**src/rtl/rtcal_pkg.sv**
```systemverilog
package rtcal_pkg;

   // Register offsets on the byte-wide register port.
   localparam logic [7:0] SEC_TARGET_OFS   = 8'h10;
   localparam logic [7:0] MIN_TARGET_OFS   = 8'h11;
   localparam logic [7:0] HOUR_TARGET_OFS  = 8'h12;
   localparam logic [7:0] DAY_TARGET_OFS   = 8'h13;
   localparam logic [7:0] WDAY_TARGET_OFS  = 8'h14;
   localparam logic [7:0] MONTH_TARGET_OFS = 8'h15;
   localparam logic [7:0] YEAR_TARGET_OFS  = 8'h16;

   // Field layout common to all target registers.
   localparam int         MATCH_EN_BIT     = 7;

   // Value field widths, starting at bit 0.
   localparam int         SEC_W            = 7;
   localparam int         MIN_W            = 7;
   localparam int         HOUR_W           = 6;
   localparam int         DAY_W            = 6;
   localparam int         WDAY_W           = 3;
   localparam int         MONTH_W          = 5;
   localparam int         YEAR_W           = 7;

   // Position of the afternoon flag within the hour target.
   localparam int         AFTERNOON_BIT    = 5;

   // Reset values.
   localparam logic [7:0] TARGET_RST       = 8'h00;
   localparam logic [7:0] RDATA_RST        = 8'h00;

   // Number of compared fields.
   localparam int         NUM_FIELDS       = 7;

endpackage

```
**src/rtl/rtcal_fld_if.sv**
```systemverilog
`timescale 1ns/1ps
interface rtcal_fld_if #(
   parameter int W = 7
);
   logic         en;
   logic [W-1:0] target;
   logic [W-1:0] current;
   logic         hit;

   modport owner (output en, output target, output current, input hit);
   modport cmp   (input en, input target, input current, output hit);
endinterface

```
**src/rtl/rtcal_alarm_cmp.sv**
```systemverilog
`timescale 1ns/1ps
// Function
// RULE1 - Hour target bit 7 enables, bit 6 unused.
// RULE2 - Hour value 24h BCD or 12h PM.
// RULE3 - Day target 1-31 BCD, bit 7 enable.
// RULE4 - Weekday target 1-7, bit 7 enable.
// RULE5 - Month target 1-12 BCD, bit 7 enable.
// RULE6 - Year target 0-79 BCD, bit 7 enable.
// RULE7 - Bit 7 clear disables field comparison.
// RULE8 - Alarm on first full AND match only.
// RULE9 - Match with irq enable sets flag, interrupt.
// RULE10 - Disabled targets ignored in match evaluation.
// RULE11 - Seconds target 0-59 BCD joins comparison.
// RULE12 - Unused bits read zero, writes ignored.
module rtcal_alarm_cmp (
   // Clock, reset and enable.
   input  wire logic        I_CORE_CLK,
   input  wire logic        I_NRST,
   input  wire logic        I_CE,
   // Register port.
   input  wire logic [7:0]  I_REG_ADDR,
   input  wire logic        I_REG_WR,
   input  wire logic        I_REG_RD,
   input  wire logic [7:0]  I_REG_WDATA,
   output logic      [7:0]  O_REG_RDATA,
   // Running time and date counters.
   input  wire logic [6:0]  I_CUR_SEC,
   input  wire logic [6:0]  I_CUR_MIN,
   input  wire logic [5:0]  I_CUR_HOUR,
   input  wire logic [5:0]  I_CUR_DAY,
   input  wire logic [2:0]  I_CUR_WDAY,
   input  wire logic [4:0]  I_CUR_MONTH,
   input  wire logic [6:0]  I_CUR_YEAR,
   // Alarm control and status.
   input  wire logic        I_MATCH_IRQ_ENABLE,
   input  wire logic        I_MATCH_FLAG_CLR,
   output logic             O_MATCH_FLAG,
   output logic             O_IRQ
);

   logic [7:0] sec_target_r;
   logic [7:0] min_target_r;
   logic [7:0] hour_target_r;
   logic [7:0] day_target_r;
   logic [7:0] wday_target_r;
   logic [7:0] month_target_r;
   logic [7:0] year_target_r;
   logic       all_match_r;

   // Only the enable bit and the value field are stored. [RULE12]
   localparam logic [7:0] EN_MASK    = 8'h80;
   localparam logic [7:0] SEC_MASK   = EN_MASK | 8'((1 << rtcal_pkg::SEC_W) - 1);   // [RULE11]
   localparam logic [7:0] MIN_MASK   = EN_MASK | 8'((1 << rtcal_pkg::MIN_W) - 1);
   localparam logic [7:0] HOUR_MASK  = EN_MASK | 8'((1 << rtcal_pkg::HOUR_W) - 1);  // [RULE1]
   localparam logic [7:0] DAY_MASK   = EN_MASK | 8'((1 << rtcal_pkg::DAY_W) - 1);   // [RULE3]
   localparam logic [7:0] WDAY_MASK  = EN_MASK | 8'((1 << rtcal_pkg::WDAY_W) - 1);  // [RULE4]
   localparam logic [7:0] MONTH_MASK = EN_MASK | 8'((1 << rtcal_pkg::MONTH_W) - 1); // [RULE5]
   localparam logic [7:0] YEAR_MASK  = EN_MASK | 8'((1 << rtcal_pkg::YEAR_W) - 1);  // [RULE6]

   // Address decode, shared by writes and reads.
   wire sel_sec_w   = (I_REG_ADDR == rtcal_pkg::SEC_TARGET_OFS);
   wire sel_min_w   = (I_REG_ADDR == rtcal_pkg::MIN_TARGET_OFS);
   wire sel_hour_w  = (I_REG_ADDR == rtcal_pkg::HOUR_TARGET_OFS);
   wire sel_day_w   = (I_REG_ADDR == rtcal_pkg::DAY_TARGET_OFS);
   wire sel_wday_w  = (I_REG_ADDR == rtcal_pkg::WDAY_TARGET_OFS);
   wire sel_month_w = (I_REG_ADDR == rtcal_pkg::MONTH_TARGET_OFS);
   wire sel_year_w  = (I_REG_ADDR == rtcal_pkg::YEAR_TARGET_OFS);

   // Write strobes.
   wire wr_sec_w   = I_REG_WR & sel_sec_w;
   wire wr_min_w   = I_REG_WR & sel_min_w;
   wire wr_hour_w  = I_REG_WR & sel_hour_w;
   wire wr_day_w   = I_REG_WR & sel_day_w;
   wire wr_wday_w  = I_REG_WR & sel_wday_w;
   wire wr_month_w = I_REG_WR & sel_month_w;
   wire wr_year_w  = I_REG_WR & sel_year_w;

   // Next target values keep only the enable bit and the value field. [RULE12]
   wire [7:0] sec_target_nxt   = I_REG_WDATA & SEC_MASK;   // [RULE11]
   wire [7:0] min_target_nxt   = I_REG_WDATA & MIN_MASK;
   wire [7:0] hour_target_nxt  = I_REG_WDATA & HOUR_MASK;  // [RULE1]
   wire [7:0] day_target_nxt   = I_REG_WDATA & DAY_MASK;   // [RULE3]
   wire [7:0] wday_target_nxt  = I_REG_WDATA & WDAY_MASK;  // [RULE4]
   wire [7:0] month_target_nxt = I_REG_WDATA & MONTH_MASK; // [RULE5]
   wire [7:0] year_target_nxt  = I_REG_WDATA & YEAR_MASK;  // [RULE6]

   // Read selection; unmapped addresses read zero. [RULE12]
   wire [7:0] rd_sel_w = ({8{sel_sec_w}}   & sec_target_r)   |
                         ({8{sel_min_w}}   & min_target_r)   |
                         ({8{sel_hour_w}}  & hour_target_r)  |
                         ({8{sel_day_w}}   & day_target_r)   |
                         ({8{sel_wday_w}}  & wday_target_r)  |
                         ({8{sel_month_w}} & month_target_r) |
                         ({8{sel_year_w}}  & year_target_r);

   always_ff @(posedge I_CORE_CLK or negedge I_NRST) begin
      if (!I_NRST) begin
         sec_target_r <= rtcal_pkg::TARGET_RST;
      end else if (I_CE && wr_sec_w) begin
         sec_target_r <= sec_target_nxt;     // [RULE11]
      end
   end

   always_ff @(posedge I_CORE_CLK or negedge I_NRST) begin
      if (!I_NRST) begin
         min_target_r <= rtcal_pkg::TARGET_RST;
      end else if (I_CE && wr_min_w) begin
         min_target_r <= min_target_nxt;
      end
   end

   always_ff @(posedge I_CORE_CLK or negedge I_NRST) begin
      if (!I_NRST) begin
         hour_target_r <= rtcal_pkg::TARGET_RST;
      end else if (I_CE && wr_hour_w) begin
         hour_target_r <= hour_target_nxt;   // [RULE1] [RULE2]
      end
   end

   always_ff @(posedge I_CORE_CLK or negedge I_NRST) begin
      if (!I_NRST) begin
         day_target_r <= rtcal_pkg::TARGET_RST;
      end else if (I_CE && wr_day_w) begin
         day_target_r <= day_target_nxt;     // [RULE3]
      end
   end

   always_ff @(posedge I_CORE_CLK or negedge I_NRST) begin
      if (!I_NRST) begin
         wday_target_r <= rtcal_pkg::TARGET_RST;
      end else if (I_CE && wr_wday_w) begin
         wday_target_r <= wday_target_nxt;   // [RULE4]
      end
   end

   always_ff @(posedge I_CORE_CLK or negedge I_NRST) begin
      if (!I_NRST) begin
         month_target_r <= rtcal_pkg::TARGET_RST;
      end else if (I_CE && wr_month_w) begin
         month_target_r <= month_target_nxt; // [RULE5]
      end
   end

   always_ff @(posedge I_CORE_CLK or negedge I_NRST) begin
      if (!I_NRST) begin
         year_target_r <= rtcal_pkg::TARGET_RST;
      end else if (I_CE && wr_year_w) begin
         year_target_r <= year_target_nxt;   // [RULE6]
      end
   end

   always_ff @(posedge I_CORE_CLK or negedge I_NRST) begin
      if (!I_NRST) begin
         O_REG_RDATA <= rtcal_pkg::RDATA_RST;
      end else if (I_CE && I_REG_RD) begin
         O_REG_RDATA <= rd_sel_w;
      end
   end

   // Field comparators.
   rtcal_fld_if #(.W(rtcal_pkg::SEC_W))   f_sec ();
   rtcal_fld_if #(.W(rtcal_pkg::MIN_W))   f_min ();
   rtcal_fld_if #(.W(rtcal_pkg::HOUR_W))  f_hour ();
   rtcal_fld_if #(.W(rtcal_pkg::DAY_W))   f_day ();
   rtcal_fld_if #(.W(rtcal_pkg::WDAY_W))  f_wday ();
   rtcal_fld_if #(.W(rtcal_pkg::MONTH_W)) f_month ();
   rtcal_fld_if #(.W(rtcal_pkg::YEAR_W))  f_year ();

   assign f_sec.en        = sec_target_r[rtcal_pkg::MATCH_EN_BIT];   // [RULE11]
   assign f_sec.target    = sec_target_r[rtcal_pkg::SEC_W-1:0];
   assign f_sec.current   = I_CUR_SEC;
   assign f_min.en        = min_target_r[rtcal_pkg::MATCH_EN_BIT];
   assign f_min.target    = min_target_r[rtcal_pkg::MIN_W-1:0];
   assign f_min.current   = I_CUR_MIN;
   assign f_hour.en       = hour_target_r[rtcal_pkg::MATCH_EN_BIT];  // [RULE1]
   // The afternoon flag sits inside the compared field, so 12h and 24h
   // coding both compare bits 5 to 0 directly. [RULE2]
   assign f_hour.target   = hour_target_r[rtcal_pkg::HOUR_W-1:0];
   assign f_hour.current  = I_CUR_HOUR;
   assign f_day.en        = day_target_r[rtcal_pkg::MATCH_EN_BIT];   // [RULE3] [RULE7]
   assign f_day.target    = day_target_r[rtcal_pkg::DAY_W-1:0];
   assign f_day.current   = I_CUR_DAY;
   assign f_wday.en       = wday_target_r[rtcal_pkg::MATCH_EN_BIT];  // [RULE4] [RULE7]
   assign f_wday.target   = wday_target_r[rtcal_pkg::WDAY_W-1:0];
   assign f_wday.current  = I_CUR_WDAY;
   assign f_month.en      = month_target_r[rtcal_pkg::MATCH_EN_BIT]; // [RULE5] [RULE7]
   assign f_month.target  = month_target_r[rtcal_pkg::MONTH_W-1:0];
   assign f_month.current = I_CUR_MONTH;
   assign f_year.en       = year_target_r[rtcal_pkg::MATCH_EN_BIT];  // [RULE6] [RULE7]
   assign f_year.target   = year_target_r[rtcal_pkg::YEAR_W-1:0];
   assign f_year.current  = I_CUR_YEAR;

   rtcal_field_cmp #(.W(rtcal_pkg::SEC_W))   u_sec   (.f(f_sec));
   rtcal_field_cmp #(.W(rtcal_pkg::MIN_W))   u_min   (.f(f_min));
   rtcal_field_cmp #(.W(rtcal_pkg::HOUR_W))  u_hour  (.f(f_hour));
   rtcal_field_cmp #(.W(rtcal_pkg::DAY_W))   u_day   (.f(f_day));
   rtcal_field_cmp #(.W(rtcal_pkg::WDAY_W))  u_wday  (.f(f_wday));
   rtcal_field_cmp #(.W(rtcal_pkg::MONTH_W)) u_month (.f(f_month));
   rtcal_field_cmp #(.W(rtcal_pkg::YEAR_W))  u_year  (.f(f_year));

   // At least one field must be enabled for a match to count.
   wire any_en_w    = f_sec.en | f_min.en | f_hour.en | f_day.en |
                      f_wday.en | f_month.en | f_year.en;
   // Wired AND of all enabled comparisons. [RULE8] [RULE10]
   wire all_match_w = any_en_w & f_sec.hit & f_min.hit & f_hour.hit & f_day.hit &
                      f_wday.hit & f_month.hit & f_year.hit;
   // Only the first cycle of a match raises the alarm. [RULE8]
   wire first_w     = all_match_w & ~all_match_r;
   wire set_flag_w  = first_w & I_MATCH_IRQ_ENABLE;                      // [RULE9]
   // A fresh match wins over a clear in the same cycle.
   wire flag_nxt    = set_flag_w | (O_MATCH_FLAG & ~I_MATCH_FLAG_CLR);
   wire irq_nxt     = flag_nxt & I_MATCH_IRQ_ENABLE;                      // [RULE9]

   // Match history for the first-occasion test.
   always_ff @(posedge I_CORE_CLK or negedge I_NRST) begin
      if (!I_NRST) begin
         all_match_r <= 1'b0;
      end else if (I_CE) begin
         all_match_r <= all_match_w;                                      // [RULE8]
      end
   end

   always_ff @(posedge I_CORE_CLK or negedge I_NRST) begin
      if (!I_NRST) begin
         O_MATCH_FLAG <= 1'b0;
      end else if (I_CE) begin
         O_MATCH_FLAG <= flag_nxt;                                        // [RULE9]
      end
   end

   always_ff @(posedge I_CORE_CLK or negedge I_NRST) begin
      if (!I_NRST) begin
         O_IRQ <= 1'b0;
      end else if (I_CE) begin
         O_IRQ <= irq_nxt;                                                // [RULE9]
      end
   end

endmodule

```
**src/rtl/rtcal_field_cmp.sv**
```systemverilog
`timescale 1ns/1ps
module rtcal_field_cmp #(
   parameter int W = 7
) (
   rtcal_fld_if.cmp f
);

   wire equal_w;

   assign equal_w = (f.target == f.current);
   // A disabled field never blocks the match. [RULE7] [RULE10]
   assign f.hit   = ~f.en | equal_w;

endmodule

```
**config.mk**
```make
export PLATFORM = sky130hd
export DESIGN_NAME = rtcal_alarm_cmp
export DESIGN_NICKNAME = d
export VERILOG_FILES = /design/src/rtl/rtcal_pkg.sv /design/src/rtl/rtcal_fld_if.sv /design/src/rtl/rtcal_alarm_cmp.sv /design/src/rtl/rtcal_field_cmp.sv
export SDC_FILE = /design/constraint.sdc
export NUM_CORES = 1
export LEC_CHECK = 0
export BUFFER_PORTS_ARGS = -buffer_cell sky130_fd_sc_hd__buf_2
export CAP_MARGIN = 40
export CORE_ASPECT_RATIO = 0.6
export CORE_MARGIN = 2
export CORE_UTILIZATION = 54
export DETAILED_ROUTE_END_ITERATION = 16
export PLACE_DENSITY_LB_ADDON = 0.1
export SETUP_SLACK_MARGIN = 0.1
export SLEW_MARGIN = 10
export SYNTH_ARGS = -nofsm -noshare
export SYNTH_HDL_FRONTEND = slang
export SYNTH_HIERARCHICAL = 1
export SYNTH_SLANG_ARGS = --single-unit
```
**constraint.sdc**
```tcl
create_clock -name I_CORE_CLK -period 1.71 [get_ports I_CORE_CLK]
set_clock_uncertainty 0.05 [all_clocks]
set_input_delay 0.0855 -clock I_CORE_CLK [delete_from_list [all_inputs] [get_ports I_CORE_CLK]]
set_output_delay 0.0855 -clock I_CORE_CLK [all_outputs]
set_load 0.01 [all_outputs]
```
==> summary.md <==
| Metric | Value |
|---|---|
| WHS Endpoint | month_target_r[7] |
| Port bufs | 73 |
| GRT overflow | 0 |
| Mapped Nets | 321 |
| Pins Over Slew Limit | 0 |
| Hold WS | 0.02079 ns |
| # nets final | 432 |
| Number of global-route vias before repair | 2564 |
| GRT Util Overall | 0.2897 |
| Syn_area_per_cell | 12.82 sq um |
| Flops & latches, synth | 59 |
| Initial antenna violation count | 0 |
| Worst Hold Path Cells | 2 |
| Ys flop type | dfrtp_1 |
| Setup_tns | -0.3999 ns |
| Reg-to-reg endpoint | O_MATCH_FLAG |
| Root Driver | clkbuf_8 |
| PD cells | 744.4 nW/um^2 |
| Slew @ Worst Pin | 0.4726 ns |
| Critical Path Fanout Max | 3 |
| Hold path startpoint | I_REG_WDATA[7] |
| Most frequent cells in the layout | buf_2 (73), dfrtp_1 (59), mux2_2 (54) |
| R2R Setup Slk | -0.16 ns |
| TritonCTS clock tree | built |
| Worst setup EP type | flip-flop |
| Area Growth Syn to Fin | 29.76% |
| 1st-iter DRT viols | 226 |
| First-pass GRT wire length | 14190 um |
| Post-DRT Antenna Nets | 0 |
| CP Data Required Time | 1.94 ns |
| Cell variety after synth | 47 |
| Share of the synthesized area in the top cell type | 0.4480 |
| Outcome | finished, violations left |
| Worst skew pair latency | 0.35 ns |
| Commonest non-fill, non-tap cell in the layout | buf_2 |
| Cell Area, Synth | 3296 sq um |
| Share of layout cells above drive strength 1 | 0.5174 |
| Diodes inserted | 0 |
| Drt first pass iters | 4 |
| Final setup fails | 3 |
| Top-level I/O count | 74 |
| Vias per cell | 5.596 |
| Std-Cell Rows | 21 |
| Hold Path Class | in -> reg |
| CTS Buffer Depth | 2 |
| # fillers | 413 |
| Total of max-cap violations | 0 |
| Cells after synthesis | 257 |
| Final worst-path cycle share | 1.095 |
| Fmax | 533.9 MHz |
| Min cycle time layout | 1.873 ns |
| Dominant cells by area after synthesis | dfrtp_1 (45%), mux2_2 (19%), xnor2_1 (6.1%) |
| GPL Wtd Cong | 0.8936 |
| Clk slew on worst S/H paths | 0.07 ns |
| Leading area contributor after synthesis | dfrtp_1 |
| Reg2reg path depth | 8 |
| Register area | 1476 sq um |
| Crit start category | flip-flop |
| Final hold vios | 0 |
| RSZ-0062 raised after global routing | yes |
| Sequential element share of the synthesized area | 0.4480 |
| Die area | 6765 sq um |
| Share of flip-flops with an asynchronous set or reset | 1.000 |
| H-tree level count | 3 |
| Drt total wl | 8905 um |
| Area of the multi-input gates | 1785 sq um |
| Pleak | 0.002138 uW |
| EDFF count, synth | 0 |
| Failing checks | negative setup slack |
| Dpl hpwl | 6681 um |
| Pin count of the biggest net entering global routing | 32 |
| Drt wl/cell | 19.66 um |
| Num Clock Sinks | 59 |
| Max_slew headroom | 0.6810 |
| Die width | 104.9 um |
| YS warnings | 6 |
| CP Class | reg -> reg |
| Via count | 2535 |
| Core area | 5728 sq um |
| Die Y | 64.52 um |
| Reg2Reg Launch Point | year_target_r[1] |
| Starting Density | 0.5754 |
| CP arrival | 2.11 ns |
| # DRC | 0 |
| Worst ir drop on vdd | 459.7 uV |
| Final setup margin | -0.1631 ns |
| Dpl cell area | 3976 sq um |
| CTS buffer count | 9 |
| Design area | 4277 sq um |
power by group:
group          internal, uW  leakage (uW)  switching (uW)
logic                   216       0.00122             225
clock network           705     0.0000991             564
registers              1440      0.000819            36.3
stage by stage:
| stage | utilization | power, uW | cells | setup WS [ns] |
|---|---|---|---|---|
| after global routing | 0.7466 | 3323 | 453 | -0.2606 |
| after global placement | 0.6942 | 1908 | 429 | -0.1343 |
| final | 0.7466 | 3183 | 453 | -0.1631 |
| after detailed placement | 0.6942 | 1915 | 429 | -0.1807 |
| after floorplan | - | 1683 | 257 | 0.2029 |
| after CTS | 0.7433 | 3194 | 452 | -0.1678 |
Yosys cell counts (3+ instances only):
cell,number
buf_2,4
a22o_1,4
nor3_4,3
a21oi_1,3
dfrtp_1,59
nand2_1,10
nand3b_1,4
mux2_2,55
nand3_1,3
nand4_1,7
xnor2_1,23
o21ai_0,5
nor2_1,6
mux2i_1,10
xor2_1,18
o41ai_2,3
worst max-delay path, stage by stage (launching register included):
cell      delay, ns
dfrtp_1        0.42
xnor2_2        0.19
nand4_1        0.17
o41ai_2        0.29
nand4_1        0.17
a211oi_2       0.22
buf_4          0.15
nand3b_1       0.09
nand2_1        0.07
metal layers:
metal	track usage	routed length (um)	up-vias
met5	0	0	-
met4	0.06167	64	0
met3	0.08954	698	9
met2	0.4148	3751	108
met1	0.4326	4390	1243
li1	-	-	1175
flip-flops by register name, indices dropped and copies added (netlist names), 4 cells and up:
register,count
day_target_r,7
year_target_r,8
hour_target_r,7
wday_target_r,4
O_REG_RDATA,8
sec_target_r,8
min_target_r,8
month_target_r,6
cell families after synthesis:
logic type | after synthesis | share of synthesized area
AO/OA/AOI/OAI | 31 | 0.07896
XOR/XNOR | 41 | 0.1090
buffers and inverters | 10 | 0.01746
flip-flops | 59 | 0.4480
multiplexers | 67 | 0.2320
AND/OR/NAND/NOR | 49 | 0.1147
worst max-delay path by stage:
| stage | slack (ns) | startpoint | end | depth (start not counted) |
|---|---|---|---|---|
| 4_1_cts | -0.17 | year_target_r[3] | O_MATCH_FLAG | 8 |
| 6_report | -0.16 | year_target_r[1] | O_MATCH_FLAG | 8 |
| 5_1_grt | -0.26 | year_target_r[1] | O_MATCH_FLAG | 8 |
| 3_3_place_gp | -0.13 | year_target_r[1] | O_IRQ | 8 |
| 3_5_place_dp | -0.18 | year_target_r[1] | O_MATCH_FLAG | 8 |
| 2_1_floorplan | 0.20 | year_target_r[0] | O_IRQ | 6 |
final cells by class:
| class | instances | area share |
|---|---|---|
| multi-input combinational | 188 | 0.4175 |
| sequential | 59 | 0.3452 |
| timing repair buffer | 108 | 0.1668 |
| clock buffer | 11 | 0.03306 |
| tap | 80 | 0.02341 |
| clock inverter | 5 | 0.01229 |
| inverter | 2 | 0.001755 |
what timing repair did:
| action | 4_1_cts | 5_1_grt |
|---|---|---|
| hold endpoints to repair | 61 | 0 |
| cloned | 0 | 0 |
| resized for setup | 4 | 3 |
| setup endpoints to repair | 4 | 4 |
| pin swaps | 5 | 3 |
| hold buffers | 6 | 0 |
| setup buffers | 2 | 3 |
Power figures use the tool's default switching activity.
